### src/rtl/ccc_pkg.sv
// Shared constants, register map and carrier types of the coulomb counter control block
package ccc_pkg;
	// Register indices as printed; the byte address is four times the index
	localparam logic [31:0] CCC_IDX_CTRL = 32'h50001B40;
	localparam logic [31:0] CCC_IDX_EXTRA = 32'h50001B46;
	localparam logic [31:0] CCC_IDX_CNT_LOW = 32'h50001B48;
	localparam logic [31:0] CCC_IDX_CNT_MID = 32'h50001B4A;
	localparam logic [31:0] CCC_IDX_CNT_HIGH = 32'h50001B4C;
	localparam logic [31:0] CCC_IDX_AVERAGE = 32'h50001B50;
	localparam logic [31:0] CCC_IDX_FLAGS = 32'h50001B52;
	localparam logic [31:0] CCC_IDX_OVERRIDE = 32'h50001B54;
	localparam logic [31:0] CCC_IDX_OBSERVE = 32'h50001B56;
	localparam logic [31:0] CCC_IDX_IRQ_STAT = 32'h50001B58;
	localparam logic [31:0] CCC_IDX_IRQ_MASK = 32'h50001B5A;
	// Reset values
	localparam logic [15:0] CCC_RST_ZERO = 16'h0000;
	localparam logic [15:0] CCC_RST_CTRL = 16'h7000;
	// Control register fields
	localparam int CCC_CTRL_EN_BIT = 0;
	localparam int CCC_CTRL_RSTCH_BIT = 1;
	localparam int CCC_CTRL_RSTAVG_BIT = 2;
	localparam int CCC_CTRL_MAW_LSB = 12;
	// Override register fields
	localparam int CCC_OVR_DAC_EN_BIT = 15;
	localparam int CCC_OVR_SEG_EN_BIT = 14;
	localparam int CCC_OVR_SEG_LSB = 11;
	localparam int CCC_OVR_RDIV_BIT = 10;
	localparam int CCC_OVR_SIGN_BIT = 9;
	localparam int CCC_OVR_VAL_LSB = 0;
	// Flag and interrupt bit positions (same layout in flags, irq status and mask)
	localparam int CCC_FLAG_OVL_BIT = 0;
	localparam int CCC_FLAG_LOCK_BIT = 1;
	// Counter slicing
	localparam int CCC_COUNT_W = 40;
	localparam int CCC_MID_LSB = 16;
	localparam int CCC_HIGH_LSB = 32;
	// Fixed point and period counts
	localparam int CCC_FRAC_BITS = 6;
	localparam logic [1:0] CCC_SAFE_PERIODS = 2'd2;
	localparam logic [1:0] CCC_OVL_PERIODS = 2'd3;
	localparam int CCC_COARSE_DROP = 3;
	localparam logic [8:0] CCC_DAC_FULL_FINE = 9'h1FF;
	localparam logic [5:0] CCC_DAC_FULL_COARSE = 6'h3F;

	typedef struct packed {
		logic ctrl_event;
		logic [3:0] ctrl_state;
		logic rising;
		logic positive;
		logic low_limit_comparator_out;
		logic high_limit_comparator_out;
	} ccc_comp_t;

	typedef struct packed {
		logic sign;
		logic [8:0] external_dac_value;
	} ccc_dac_t;

	typedef enum logic [1:0] {
		CCC_AV_IDLE = 2'b00,
		CCC_AV_RUN = 2'b01,
		CCC_AV_DONE = 2'b11
	} ccc_av_state_t;
endpackage

### src/rtl/ccc_average.sv
// Sequential moving-average step: (2^k * old + x) / (2^k + 1), rounded toward zero
`timescale 1ns/1ps
module ccc_average #(
	parameter int NUM_W = 24,
	parameter int DEN_W = 8
) (
	// Clock and reset
	input wire logic clk_in,
	input wire logic reset_n_in,
	// Request
	input wire logic start_in,
	input wire logic signed [15:0] old_avg_in,
	input wire logic signed [16:0] sample_in,
	input wire logic [2:0] weight_in,
	// Result
	output logic busy_out,
	output logic done_out,
	output logic signed [15:0] avg_out
);
	import ccc_pkg::*;

	ccc_av_state_t state_q;
	logic [NUM_W-1:0] quo_q;
	logic [DEN_W-1:0] rem_q;
	logic [DEN_W-1:0] den_q;
	logic [$clog2(NUM_W)-1:0] cnt_q;
	logic neg_q;
	logic signed [NUM_W-1:0] num;
	logic [DEN_W:0] trial;

	// Weight up to 2^7 keeps the numerator inside NUM_W bits
	assign num = (NUM_W'(old_avg_in) <<< weight_in) + NUM_W'(sample_in);
	assign trial = {rem_q, quo_q[NUM_W-1]};

	always_ff @(posedge clk_in)
	begin
		if (!reset_n_in)
		begin
			state_q <= CCC_AV_IDLE;
			quo_q <= '0;
			rem_q <= '0;
			den_q <= '0;
			cnt_q <= '0;
			neg_q <= 1'b0;
		end
		else
		begin
			unique case (state_q)
				CCC_AV_IDLE:
				begin
					if (start_in)
					begin
						neg_q <= num[NUM_W-1];
						quo_q <= num[NUM_W-1] ? NUM_W'(-num) : NUM_W'(num);
						rem_q <= '0;
						den_q <= DEN_W'((1 << weight_in) + 1);
						cnt_q <= ($clog2(NUM_W))'(NUM_W - 1);
						state_q <= CCC_AV_RUN;
					end
				end
				CCC_AV_RUN:
				begin
					if (trial >= {1'b0, den_q})
					begin
						rem_q <= DEN_W'(trial - {1'b0, den_q});
						quo_q <= {quo_q[NUM_W-2:0], 1'b1};
					end
					else
					begin
						rem_q <= trial[DEN_W-1:0];
						quo_q <= {quo_q[NUM_W-2:0], 1'b0};
					end
					if (cnt_q == '0)
						state_q <= CCC_AV_DONE;
					else
						cnt_q <= cnt_q - 1'b1;
				end
				CCC_AV_DONE:
					state_q <= CCC_AV_IDLE;
			endcase
		end
	end

	assign busy_out = (state_q != CCC_AV_IDLE);
	assign done_out = (state_q == CCC_AV_DONE);
	assign avg_out = neg_q ? 16'(-quo_q) : quo_q[15:0];
endmodule

### src/rtl/ccc_top.sv
// Coulomb counter control: charge accumulation, averaging, integrator flags and DAC override
`timescale 1ns/1ps
module ccc_top #(
	parameter int DELTA_C = 1
) (
	// Clock and reset
	input wire logic clk_in,
	input wire logic reset_n_in,
	// Avalon-MM slave
	input wire logic [31:0] avs_address_in,
	input wire logic avs_read_in,
	input wire logic avs_write_in,
	input wire logic [31:0] avs_writedata_in,
	input wire logic [3:0] avs_byteenable_in,
	output logic [31:0] avs_readdata_out,
	output logic avs_waitrequest_out,
	// Analog converter side
	input wire logic sample_strobe_in,
	input wire logic signed [6:0] charge_sample_in,
	input wire ccc_pkg::ccc_comp_t comp_in,
	input wire ccc_pkg::ccc_dac_t ctrl_dac_in,
	input wire logic [2:0] ctrl_segment_in,
	output ccc_pkg::ccc_dac_t dac_out,
	output logic resistor_divider_select_out,
	output logic [2:0] segment_cycle_number_out,
	output logic analog_enable_out,
	// Interrupt
	output logic irq_out
);
	import ccc_pkg::*;

	localparam logic [6:0] SAFE_LIM = 7'(2 * DELTA_C);

	logic [15:0] ctrl_q;
	logic [15:0] extra_charge_q;
	logic [15:0] override_q;
	logic [1:0] irq_stat_q;
	logic [1:0] irq_mask_q;
	logic signed [CCC_COUNT_W-1:0] count_q;
	logic signed [15:0] avg_q;
	logic integrator_lock_flag_q;
	logic integrator_overload_flag_q;
	logic [1:0] safe_cnt_q;
	logic [1:0] ovl_cnt_q;
	logic wait_q;
	logic [31:0] rdata_q;
	logic irq_q;
	ccc_dac_t dac_q;
	logic rdiv_q;
	logic [2:0] seg_q;
	logic rst_charge_q;
	logic rst_avg_q;

	logic wr_take;
	logic signed [CCC_COUNT_W-1:0] delta;
	logic [6:0] sample_mag;
	logic safe;
	logic at_limit;
	logic lock_set;
	logic ovl_set;
	logic dac_full;
	logic av_done;
	logic signed [15:0] av_result;
	ccc_dac_t dac_d;
	logic [15:0] rd_d;

	function automatic logic [15:0] merge16(input logic [15:0] old, input logic [31:0] wd, input logic [3:0] be);
		merge16 = {be[1] ? wd[15:8] : old[15:8], be[0] ? wd[7:0] : old[7:0]};
	endfunction

	// Bus: one wait cycle, then the write lands on the edge that sees waitrequest low
	assign wr_take = avs_write_in && !wait_q;

	always_ff @(posedge clk_in)
	begin
		if (!reset_n_in)
			wait_q <= 1'b1;
		else if ((avs_read_in || avs_write_in) && wait_q)
			wait_q <= 1'b0;
		else
			wait_q <= 1'b1;
	end

	always_comb
	begin
		rd_d = CCC_RST_ZERO;
		unique case (avs_address_in)
			CCC_IDX_CTRL: rd_d = ctrl_q;
			CCC_IDX_EXTRA: rd_d = extra_charge_q;
			CCC_IDX_CNT_LOW: rd_d = count_q[CCC_MID_LSB-1:0];
			CCC_IDX_CNT_MID: rd_d = count_q[CCC_HIGH_LSB-1:CCC_MID_LSB];
			CCC_IDX_CNT_HIGH: rd_d = {8'h00, count_q[CCC_COUNT_W-1:CCC_HIGH_LSB]};
			CCC_IDX_AVERAGE: rd_d = avg_q;
			CCC_IDX_FLAGS: rd_d = {14'h0000, integrator_lock_flag_q, integrator_overload_flag_q};
			CCC_IDX_OVERRIDE: rd_d = override_q;
			CCC_IDX_OBSERVE: rd_d = {7'h00, comp_in};
			CCC_IDX_IRQ_STAT: rd_d = {14'h0000, irq_stat_q};
			CCC_IDX_IRQ_MASK: rd_d = {14'h0000, irq_mask_q};
			default: rd_d = CCC_RST_ZERO;
		endcase
	end

	// Read data is prepared during the wait cycle; reading never touches state
	always_ff @(posedge clk_in)
	begin
		if (!reset_n_in)
			rdata_q <= 32'h00000000;
		else if (avs_read_in && wait_q)
			rdata_q <= {16'h0000, rd_d};
	end

	// Software registers; reset pulses in the control word clear themselves
	always_ff @(posedge clk_in)
	begin
		if (!reset_n_in)
		begin
			ctrl_q <= CCC_RST_CTRL;
			extra_charge_q <= CCC_RST_ZERO;
			override_q <= CCC_RST_ZERO;
			irq_mask_q <= 2'b00;
			rst_charge_q <= 1'b0;
			rst_avg_q <= 1'b0;
		end
		else
		begin
			rst_charge_q <= 1'b0;
			rst_avg_q <= 1'b0;
			if (wr_take && avs_address_in == CCC_IDX_CTRL)
			begin
				ctrl_q <= merge16(ctrl_q, avs_writedata_in, avs_byteenable_in);
				rst_charge_q <= avs_byteenable_in[0] && avs_writedata_in[CCC_CTRL_RSTCH_BIT];
				rst_avg_q <= avs_byteenable_in[0] && avs_writedata_in[CCC_CTRL_RSTAVG_BIT];
			end
			else
			begin
				ctrl_q[CCC_CTRL_RSTCH_BIT] <= 1'b0;
				ctrl_q[CCC_CTRL_RSTAVG_BIT] <= 1'b0;
			end
			if (wr_take && avs_address_in == CCC_IDX_EXTRA)
				extra_charge_q <= merge16(extra_charge_q, avs_writedata_in, avs_byteenable_in);
			if (wr_take && avs_address_in == CCC_IDX_OVERRIDE)
				override_q <= merge16(override_q, avs_writedata_in, avs_byteenable_in);
			if (wr_take && avs_address_in == CCC_IDX_IRQ_MASK && avs_byteenable_in[0])
				irq_mask_q <= avs_writedata_in[1:0];
		end
	end

	// Per-period charge: scaled converter sample when enabled, plus the extra charge
	// With the analog part off only the extra charge counts, allowing manual updates
	assign delta = (ctrl_q[CCC_CTRL_EN_BIT] ? (CCC_COUNT_W'(charge_sample_in) <<< CCC_FRAC_BITS) : '0)
		+ CCC_COUNT_W'($signed(extra_charge_q));

	// 40 bits in 1/64 units hold 2^27 periods of 6-bit full scale with sign to spare
	always_ff @(posedge clk_in)
	begin
		if (!reset_n_in)
			count_q <= '0;
		else if (rst_charge_q)
			count_q <= '0;
		else if (sample_strobe_in)
			count_q <= count_q + delta;
	end

	ccc_average #(
		.NUM_W(24),
		.DEN_W(8)
	) u_average (
		.clk_in(clk_in),
		.reset_n_in(reset_n_in),
		.start_in(sample_strobe_in),
		.old_avg_in(avg_q),
		.sample_in(delta[16:0]),
		.weight_in(ctrl_q[CCC_CTRL_MAW_LSB +: 3]),
		.busy_out(),
		.done_out(av_done),
		.avg_out(av_result)
	);

	// A reset request wins over a finishing average step
	always_ff @(posedge clk_in)
	begin
		if (!reset_n_in)
			avg_q <= '0;
		else if (rst_avg_q)
			avg_q <= count_q[15:0];
		else if (av_done)
			avg_q <= av_result;
	end

	// Integrator limit supervision, evaluated once per sampling period
	assign sample_mag = charge_sample_in[6] ? 7'(-charge_sample_in) : 7'(charge_sample_in);
	assign safe = sample_mag < SAFE_LIM;
	assign at_limit = comp_in.high_limit_comparator_out || comp_in.low_limit_comparator_out;
	assign lock_set = sample_strobe_in && ctrl_q[CCC_CTRL_EN_BIT] && at_limit;
	assign dac_full = rdiv_q ? (dac_q.external_dac_value == CCC_DAC_FULL_FINE)
		: (dac_q.external_dac_value[8:CCC_COARSE_DROP] == CCC_DAC_FULL_COARSE);
	assign ovl_set = sample_strobe_in && at_limit && dac_full && ovl_cnt_q == CCC_OVL_PERIODS
		&& !integrator_overload_flag_q;

	always_ff @(posedge clk_in)
	begin
		if (!reset_n_in)
		begin
			integrator_lock_flag_q <= 1'b0;
			safe_cnt_q <= 2'd0;
		end
		else if (lock_set)
		begin
			integrator_lock_flag_q <= 1'b1;
			safe_cnt_q <= 2'd0;
		end
		else if (sample_strobe_in)
		begin
			if (!safe)
				safe_cnt_q <= 2'd0;
			else if (safe_cnt_q == CCC_SAFE_PERIODS)
				integrator_lock_flag_q <= 1'b0;
			else
				safe_cnt_q <= safe_cnt_q + 2'd1;
		end
	end

	// The counter saturates at three; the fourth limit period raises overload
	always_ff @(posedge clk_in)
	begin
		if (!reset_n_in)
		begin
			integrator_overload_flag_q <= 1'b0;
			ovl_cnt_q <= 2'd0;
		end
		else if (sample_strobe_in)
		begin
			if (at_limit && dac_full)
			begin
				if (ovl_cnt_q == CCC_OVL_PERIODS)
					integrator_overload_flag_q <= 1'b1;
				else
					ovl_cnt_q <= ovl_cnt_q + 2'd1;
			end
			else
			begin
				ovl_cnt_q <= 2'd0;
				integrator_overload_flag_q <= 1'b0;
			end
		end
	end

	// Sticky interrupt status; a new event in the clearing cycle survives
	always_ff @(posedge clk_in)
	begin
		if (!reset_n_in)
			irq_stat_q <= 2'b00;
		else
		begin
			for (int i = 0; i < 2; i++)
			begin
				if ((i == CCC_FLAG_LOCK_BIT && lock_set && !integrator_lock_flag_q)
					|| (i == CCC_FLAG_OVL_BIT && ovl_set))
					irq_stat_q[i] <= 1'b1;
				else if (wr_take && avs_address_in == CCC_IDX_IRQ_STAT && avs_byteenable_in[0]
					&& avs_writedata_in[i])
					irq_stat_q[i] <= 1'b0;
			end
		end
	end

	always_ff @(posedge clk_in)
	begin
		if (!reset_n_in)
			irq_q <= 1'b0;
		else
			irq_q <= |(irq_stat_q & irq_mask_q);
	end

	// DAC command: software fields replace the controller, coarse mode drops the divider bits
	always_comb
	begin
		dac_d = ctrl_dac_in;
		if (override_q[CCC_OVR_DAC_EN_BIT])
		begin
			dac_d.sign = override_q[CCC_OVR_SIGN_BIT];
			dac_d.external_dac_value = override_q[CCC_OVR_VAL_LSB +: 9];
		end
		if (!override_q[CCC_OVR_RDIV_BIT])
			dac_d.external_dac_value[CCC_COARSE_DROP-1:0] = 3'b000;
	end

	always_ff @(posedge clk_in)
	begin
		if (!reset_n_in)
		begin
			dac_q <= '0;
			rdiv_q <= 1'b0;
			seg_q <= 3'd0;
		end
		else
		begin
			dac_q <= dac_d;
			rdiv_q <= override_q[CCC_OVR_RDIV_BIT];
			seg_q <= override_q[CCC_OVR_SEG_EN_BIT] ? override_q[CCC_OVR_SEG_LSB +: 3] : ctrl_segment_in;
		end
	end

	assign avs_waitrequest_out = wait_q;
	assign avs_readdata_out = rdata_q;
	assign dac_out = dac_q;
	assign resistor_divider_select_out = rdiv_q;
	assign segment_cycle_number_out = seg_q;
	assign analog_enable_out = ctrl_q[CCC_CTRL_EN_BIT];
	assign irq_out = irq_q;

	// Checks
	count_step_a: assert property (@(posedge clk_in) disable iff (!reset_n_in)
		sample_strobe_in && !rst_charge_q |=> count_q == $past(count_q) + $past(delta))
		else $error("charge counter did not add the period charge");
	count_clear_a: assert property (@(posedge clk_in) disable iff (!reset_n_in)
		rst_charge_q |=> count_q == '0)
		else $error("charge reset did not clear the counter");
	extra_only_a: assert property (@(posedge clk_in) disable iff (!reset_n_in)
		!ctrl_q[CCC_CTRL_EN_BIT] |-> delta == CCC_COUNT_W'($signed(extra_charge_q)))
		else $error("disabled converter still contributed charge");
	lock_set_a: assert property (@(posedge clk_in) disable iff (!reset_n_in)
		lock_set |=> integrator_lock_flag_q ##1 integrator_lock_flag_q)
		else $error("lock flag not held after a limit hit");
	lock_release_a: assert property (@(posedge clk_in) disable iff (!reset_n_in)
		$fell(integrator_lock_flag_q) |-> $past(safe_cnt_q) == CCC_SAFE_PERIODS && $past(safe))
		else $error("lock flag cleared too early");
	overload_set_a: assert property (@(posedge clk_in) disable iff (!reset_n_in)
		$rose(integrator_overload_flag_q) |-> $past(ovl_cnt_q) == CCC_OVL_PERIODS && $past(dac_full))
		else $error("overload flag rose without four full-scale limit periods");
	dac_override_a: assert property (@(posedge clk_in) disable iff (!reset_n_in)
		override_q[CCC_OVR_DAC_EN_BIT] && override_q[CCC_OVR_RDIV_BIT]
		|=> dac_out == $past(override_q[CCC_OVR_VAL_LSB +: 10]))
		else $error("DAC override fields not driven");
	dac_coarse_a: assert property (@(posedge clk_in) disable iff (!reset_n_in)
		!override_q[CCC_OVR_RDIV_BIT] |=> dac_out.external_dac_value[CCC_COARSE_DROP-1:0] == 3'b000)
		else $error("coarse DAC mode kept divider bits");
	segment_override_a: assert property (@(posedge clk_in) disable iff (!reset_n_in)
		override_q[CCC_OVR_SEG_EN_BIT] |=> segment_cycle_number_out == $past(override_q[CCC_OVR_SEG_LSB +: 3]))
		else $error("segment override not applied");
	avg_reset_a: assert property (@(posedge clk_in) disable iff (!reset_n_in)
		rst_avg_q |=> avg_q == $past(count_q[15:0]))
		else $error("average reset did not load the counter");
	bus_answer_a: assert property (@(posedge clk_in) disable iff (!reset_n_in)
		(avs_read_in || avs_write_in) && avs_waitrequest_out |=> !avs_waitrequest_out)
		else $error("bus request not answered within one cycle");
	irq_follow_a: assert property (@(posedge clk_in) disable iff (!reset_n_in)
		(ovl_set || (lock_set && !integrator_lock_flag_q)) && irq_mask_q == 2'b11 |=> ##1 irq_out)
		else $error("unmasked event did not raise the interrupt");

	lock_cycle_c: cover property (@(posedge clk_in) disable iff (!reset_n_in)
		integrator_lock_flag_q ##1 !integrator_lock_flag_q);
	overload_c: cover property (@(posedge clk_in) disable iff (!reset_n_in) $rose(integrator_overload_flag_q));
	average_c: cover property (@(posedge clk_in) disable iff (!reset_n_in) av_done && avg_q != av_result);
	override_c: cover property (@(posedge clk_in) disable iff (!reset_n_in)
		override_q[CCC_OVR_DAC_EN_BIT] && override_q[CCC_OVR_SIGN_BIT]);
endmodule

### config.mk
export PLATFORM = sky130hd
export DESIGN_NAME = ccc_top
export DESIGN_NICKNAME = d
export VERILOG_FILES = /design/src/rtl/ccc_pkg.sv /design/src/rtl/ccc_average.sv /design/src/rtl/ccc_top.sv
export SDC_FILE = /design/constraint.sdc
export NUM_CORES = 1
export LEC_CHECK = 0
export ABC_AREA = 1
export BUFFER_PORTS_ARGS = -buffer_cell sky130_fd_sc_hd__buf_2
export CAP_MARGIN = 30
export CORE_ASPECT_RATIO = 0.9
export CORE_MARGIN = 3
export CORE_UTILIZATION = 30
export CTS_BUF_LIST = sky130_fd_sc_hd__clkbuf_16
export CTS_CLUSTER_SIZE = 16
export DETAILED_ROUTE_END_ITERATION = 8
export PLACE_DENSITY = 0.55
export SLEW_MARGIN = 20
export SYNTH_ARGS = -nofsm -noshare
export SYNTH_HDL_FRONTEND = slang
export SYNTH_SLANG_ARGS = --single-unit
export TNS_END_PERCENT = 20
### constraint.sdc
create_clock -name clk_in -period 7.3 [get_ports clk_in]
set_input_delay 0 -clock clk_in [delete_from_list [all_inputs] [get_ports clk_in]]
set_output_delay 0 -clock clk_in [all_outputs]
set_load 0.05 [all_outputs]
==> flow_metrics.tcl <==
set metrics [dict create \
    drc_errors 0 \
    rsz0062_at_grt "no" \
    path_clk_slew_ps 80 \
    synth_edf_count 0 \
    core_area_um2 49400 \
    cp_max_fo 23 \
    wl_per_cell_um 16.5 \
    synth_xor_area_frac 0.0360 \
    antenna_found_initial 0 \
    ys_types 61 \
    ir_worst_vdd_mv 0.129 \
    design.die.area_um2 52900 \
    fp-row-count 77 \
    power_density_nw_per_um2 162 \
    post-route-period-util 0.731 \
    fin_crit_ps 5340 \
    leakage_nw 7.87 \
    cts_sinks 196 \
    synth-adder-area-share 0.0801 \
    grt_max_degree 76 \
    syn_area_um2 15100 \
    cap_violations 0 \
    ioPinCount 151 \
    drt-initial-drc-count 1448 \
    start_util 0.305 \
    cp_data_required_time_ps 7610 \
    grt_pass1_wl_um 82100 \
    port-buffer-count 116 \
    ant_nets 0 \
    ys_ff_latch 196 \
    wirelength_um 52400 \
    cts_tree "built" \
    hp-class "in2reg" \
    worstSetupEndpointType "flip-flop" \
    critPathLaunchType "flip-flop" \
    htreeDepth 4 \
    crit-reg2reg-launch "ctrl_q[0]" \
    vias_per_cell 5.07 \
    synth_mux_area_frac 0.00465 \
    outcome "finished clean" \
    r2r-end "u_average.quo_q[20]" \
    ys_dominant_reg_cell "dfxtp_1" \
    grt_usage 0.195 \
    hold_viol 0 \
    yosysWarnings 0 \
    ys_async_sr_fraction 0 \
    die_y_um 219 \
    finalClockSkew_ps 22.0 \
    cp.arrival_ps 5650 \
    reg2reg_slack_ps 1960 \
    gp_congestion 0.916 \
    critPathKind "reg2reg" \
    ys_seq_area_frac 0.260 \
    worstHoldEndpoint "ctrl_q[2]" \
    cts-root-buf "clkbuf_16" \
    syn_to_final_growth_pct 14.9 \
    firstDrtPassIters 5 \
    setup_viol 0 \
    hold_depth 5 \
    cts_max_path_buffers 2 \
    tns_ps 0 \
    slew_viol_final 0 \
    tightest_slew_ps 942 \
    drive_gt1_frac 0.0894 \
    place_hpwl_um 41600 \
    syn_avg_cell_area_um2 6.37 \
    synthCells 2366 \
    synth_top_family_by_area "simple AND/OR/NAND/NOR gates" \
    fin_total_pwr_mw 2.80 \
    max_slew_margin 0.372 \
    reg2reg_depth 22 \
    synth_compound_area_frac 0.230 \
    die_w_um 242 \
    clk_latency_ps 470 \
    yosys.area_share.simple 0.269 \
    gr-total-overflow 0 \
    fmax_ghz 0.187 \
    grt_pass1_vias 14910 \
    num_vias 16037 \
    n_antenna_cell 0 \
    cts_buffers 17 \
    nets 2677 \
    min_from "avs_write_in" \
]
-- power breakdown --
| part | internal (mW) | total [mW] | switching (mW) |
|---|---|---|---|
| sequential | 1.12 | 1.16 | 0.0434 |
| combinational | 0.194 | 0.553 | 0.359 |
| clock | 0.591 | 1.08 | 0.493 |
-- worst max path at each step --
stage / startpoint / endpoint / slack, ps / depth (start not counted)
final: ctrl_q[0] / u_average.quo_q[20] / 1960 / 22
after global routing: ctrl_q[0] / u_average.quo_q[20] / 1560 / 22
after CTS: ctrl_q[0] / u_average.quo_q[20] / 2020 / 22
after detailed placement: ctrl_q[0] / u_average.quo_q[20] / 2020 / 22
after global placement: ctrl_q[0] / u_average.quo_q[20] / 2090 / 22
after floorplan: ctrl_q[0] / count_q[39] / 2870 / 25
-- through the flow --
step | util | setup slack [ps] | hold WS, ps | cells | area (um^2)
after floorplan | - | 2870 | 116 | 2381 | 15100
after global placement | 0.328 | 2090 | 220 | 3088 | 16200
after detailed placement | 0.328 | 2020 | 241 | 3090 | 16200
after CTS | 0.349 | 2020 | 9.02 | 3162 | 17300
after global routing | 0.350 | 1560 | 69.2 | 3165 | 17300
final | 0.350 | 1960 | 45.5 | 3165 | 17300
-- final cells by class --
| type | instances | area [um^2] |
|---|---|---|
| well taps | 671 | 840 |
| multi-input cells | 1735 | 9410 |
| fillers | 5380 | 32100 |
| clock inverters | 15 | 233 |
| clock buffers | 17 | 425 |
| repair buffers | 171 | 1130 |
| inverters | 360 | 1360 |
| flip-flops and latches | 196 | 3920 |
-- cell usage in the layout, fill, tap and decap left out, types with 16 or more instances in the layout --
master	count
a21oi_1	251
xor2_1	41
o21ai_0	193
nor3_1	52
buf_2	116
dlygate4sd3_1	40
inv_1	345
nor2_1	199
o21ai_1	22
conb_1	16
a31oi_1	27
xnor2_1	21
nand2_1	453
o211ai_1	30
dfxtp_1	196
nand3_1	128
o22ai_1	35
nand4_1	34
nand2_2	22
clkbuf_16	18
ha_1	90
-- critical path, cell delays in order, from the launching register on --
cell and delay [ps]:
dfxtp_1 440, nand2_1 110, inv_1 50, ha_1 200
fa_1 410, nand3_1 100, nand2_1 100, a21oi_1 150
o21bai_1 110, a41oi_1 610, o211ai_1 160, ha_1 690
ha_1 380, a21oi_1 200, nor3_1 70, a211oi_1 360
nand3_2 150, nand2_4 290, nand2_1 240, nand3_1 120
nand2_1 50, o21ai_1 110, a21oi_1 70
-- Yosys cell counts, drive strengths merged, types with 13 or more instances --
cell type / n / area share
a21oi: 253 / 0.085
ha: 90 / 0.075
xor2: 41 / 0.024
clkbuf: 64 / 0.016
nand2: 476 / 0.12
o22ai: 35 / 0.015
nand4: 34 / 0.014
inv: 354 / 0.089
a31oi: 27 / 0.011
nor4: 13 / 0.0058
o21ai: 218 / 0.073
buf: 26 / 0.013
nand3: 137 / 0.049
dfxtp: 196 / 0.26
o211ai: 30 / 0.015
nor2: 205 / 0.052
o41ai: 15 / 0.0087
nor3: 54 / 0.019
xnor2: 21 / 0.012
-- flip-flops by register name, summed over array words and instances (netlist names), 2 cells and up --
| signal | count |
|---|---|
| avg_q | 16 |
| segment_cycle_number_out | 3 |
| dac_out | 10 |
| irq_mask_q | 2 |
| safe_cnt_q | 2 |
| u_average.den_q | 8 |
| avs_readdata_out | 16 |
| count_q | 40 |
| u_average.state_q | 2 |
| u_average.quo_q | 24 |
| u_average.rem_q | 8 |
| irq_stat_q | 2 |
| ovl_cnt_q | 2 |
| ctrl_q | 16 |
| extra_charge_q | 16 |
| u_average.cnt_q | 5 |
| override_q | 16 |
-- repair_timing --
action / CTS / global route
setup buffers: 0 / 0
hold buffers: 40 / 0
endpoints found under the hold margin: 70 / 0
gates resized for setup: 0 / 0
-- metal layers --
| metal | track usage | part of all wire |
|---|---|---|
| met5 | 0 | 0 |
| met4 | 0.0617 | 0.024 |
| met3 | 0.0242 | 0.053 |
| met2 | 0.306 | 0.43 |
| met1 | 0.277 | 0.49 |
-- cell families after synthesis --
family,count (synthesis)
muxes,7
AOI/OAI and AO/OA,621
xor gates and xnor gates,62
other,1
and+or+nand+nor,935
buffers and inverters,450
adders and majority gates,94
DFF,196
No activity file was read; power rests on OpenSTA's default activity.
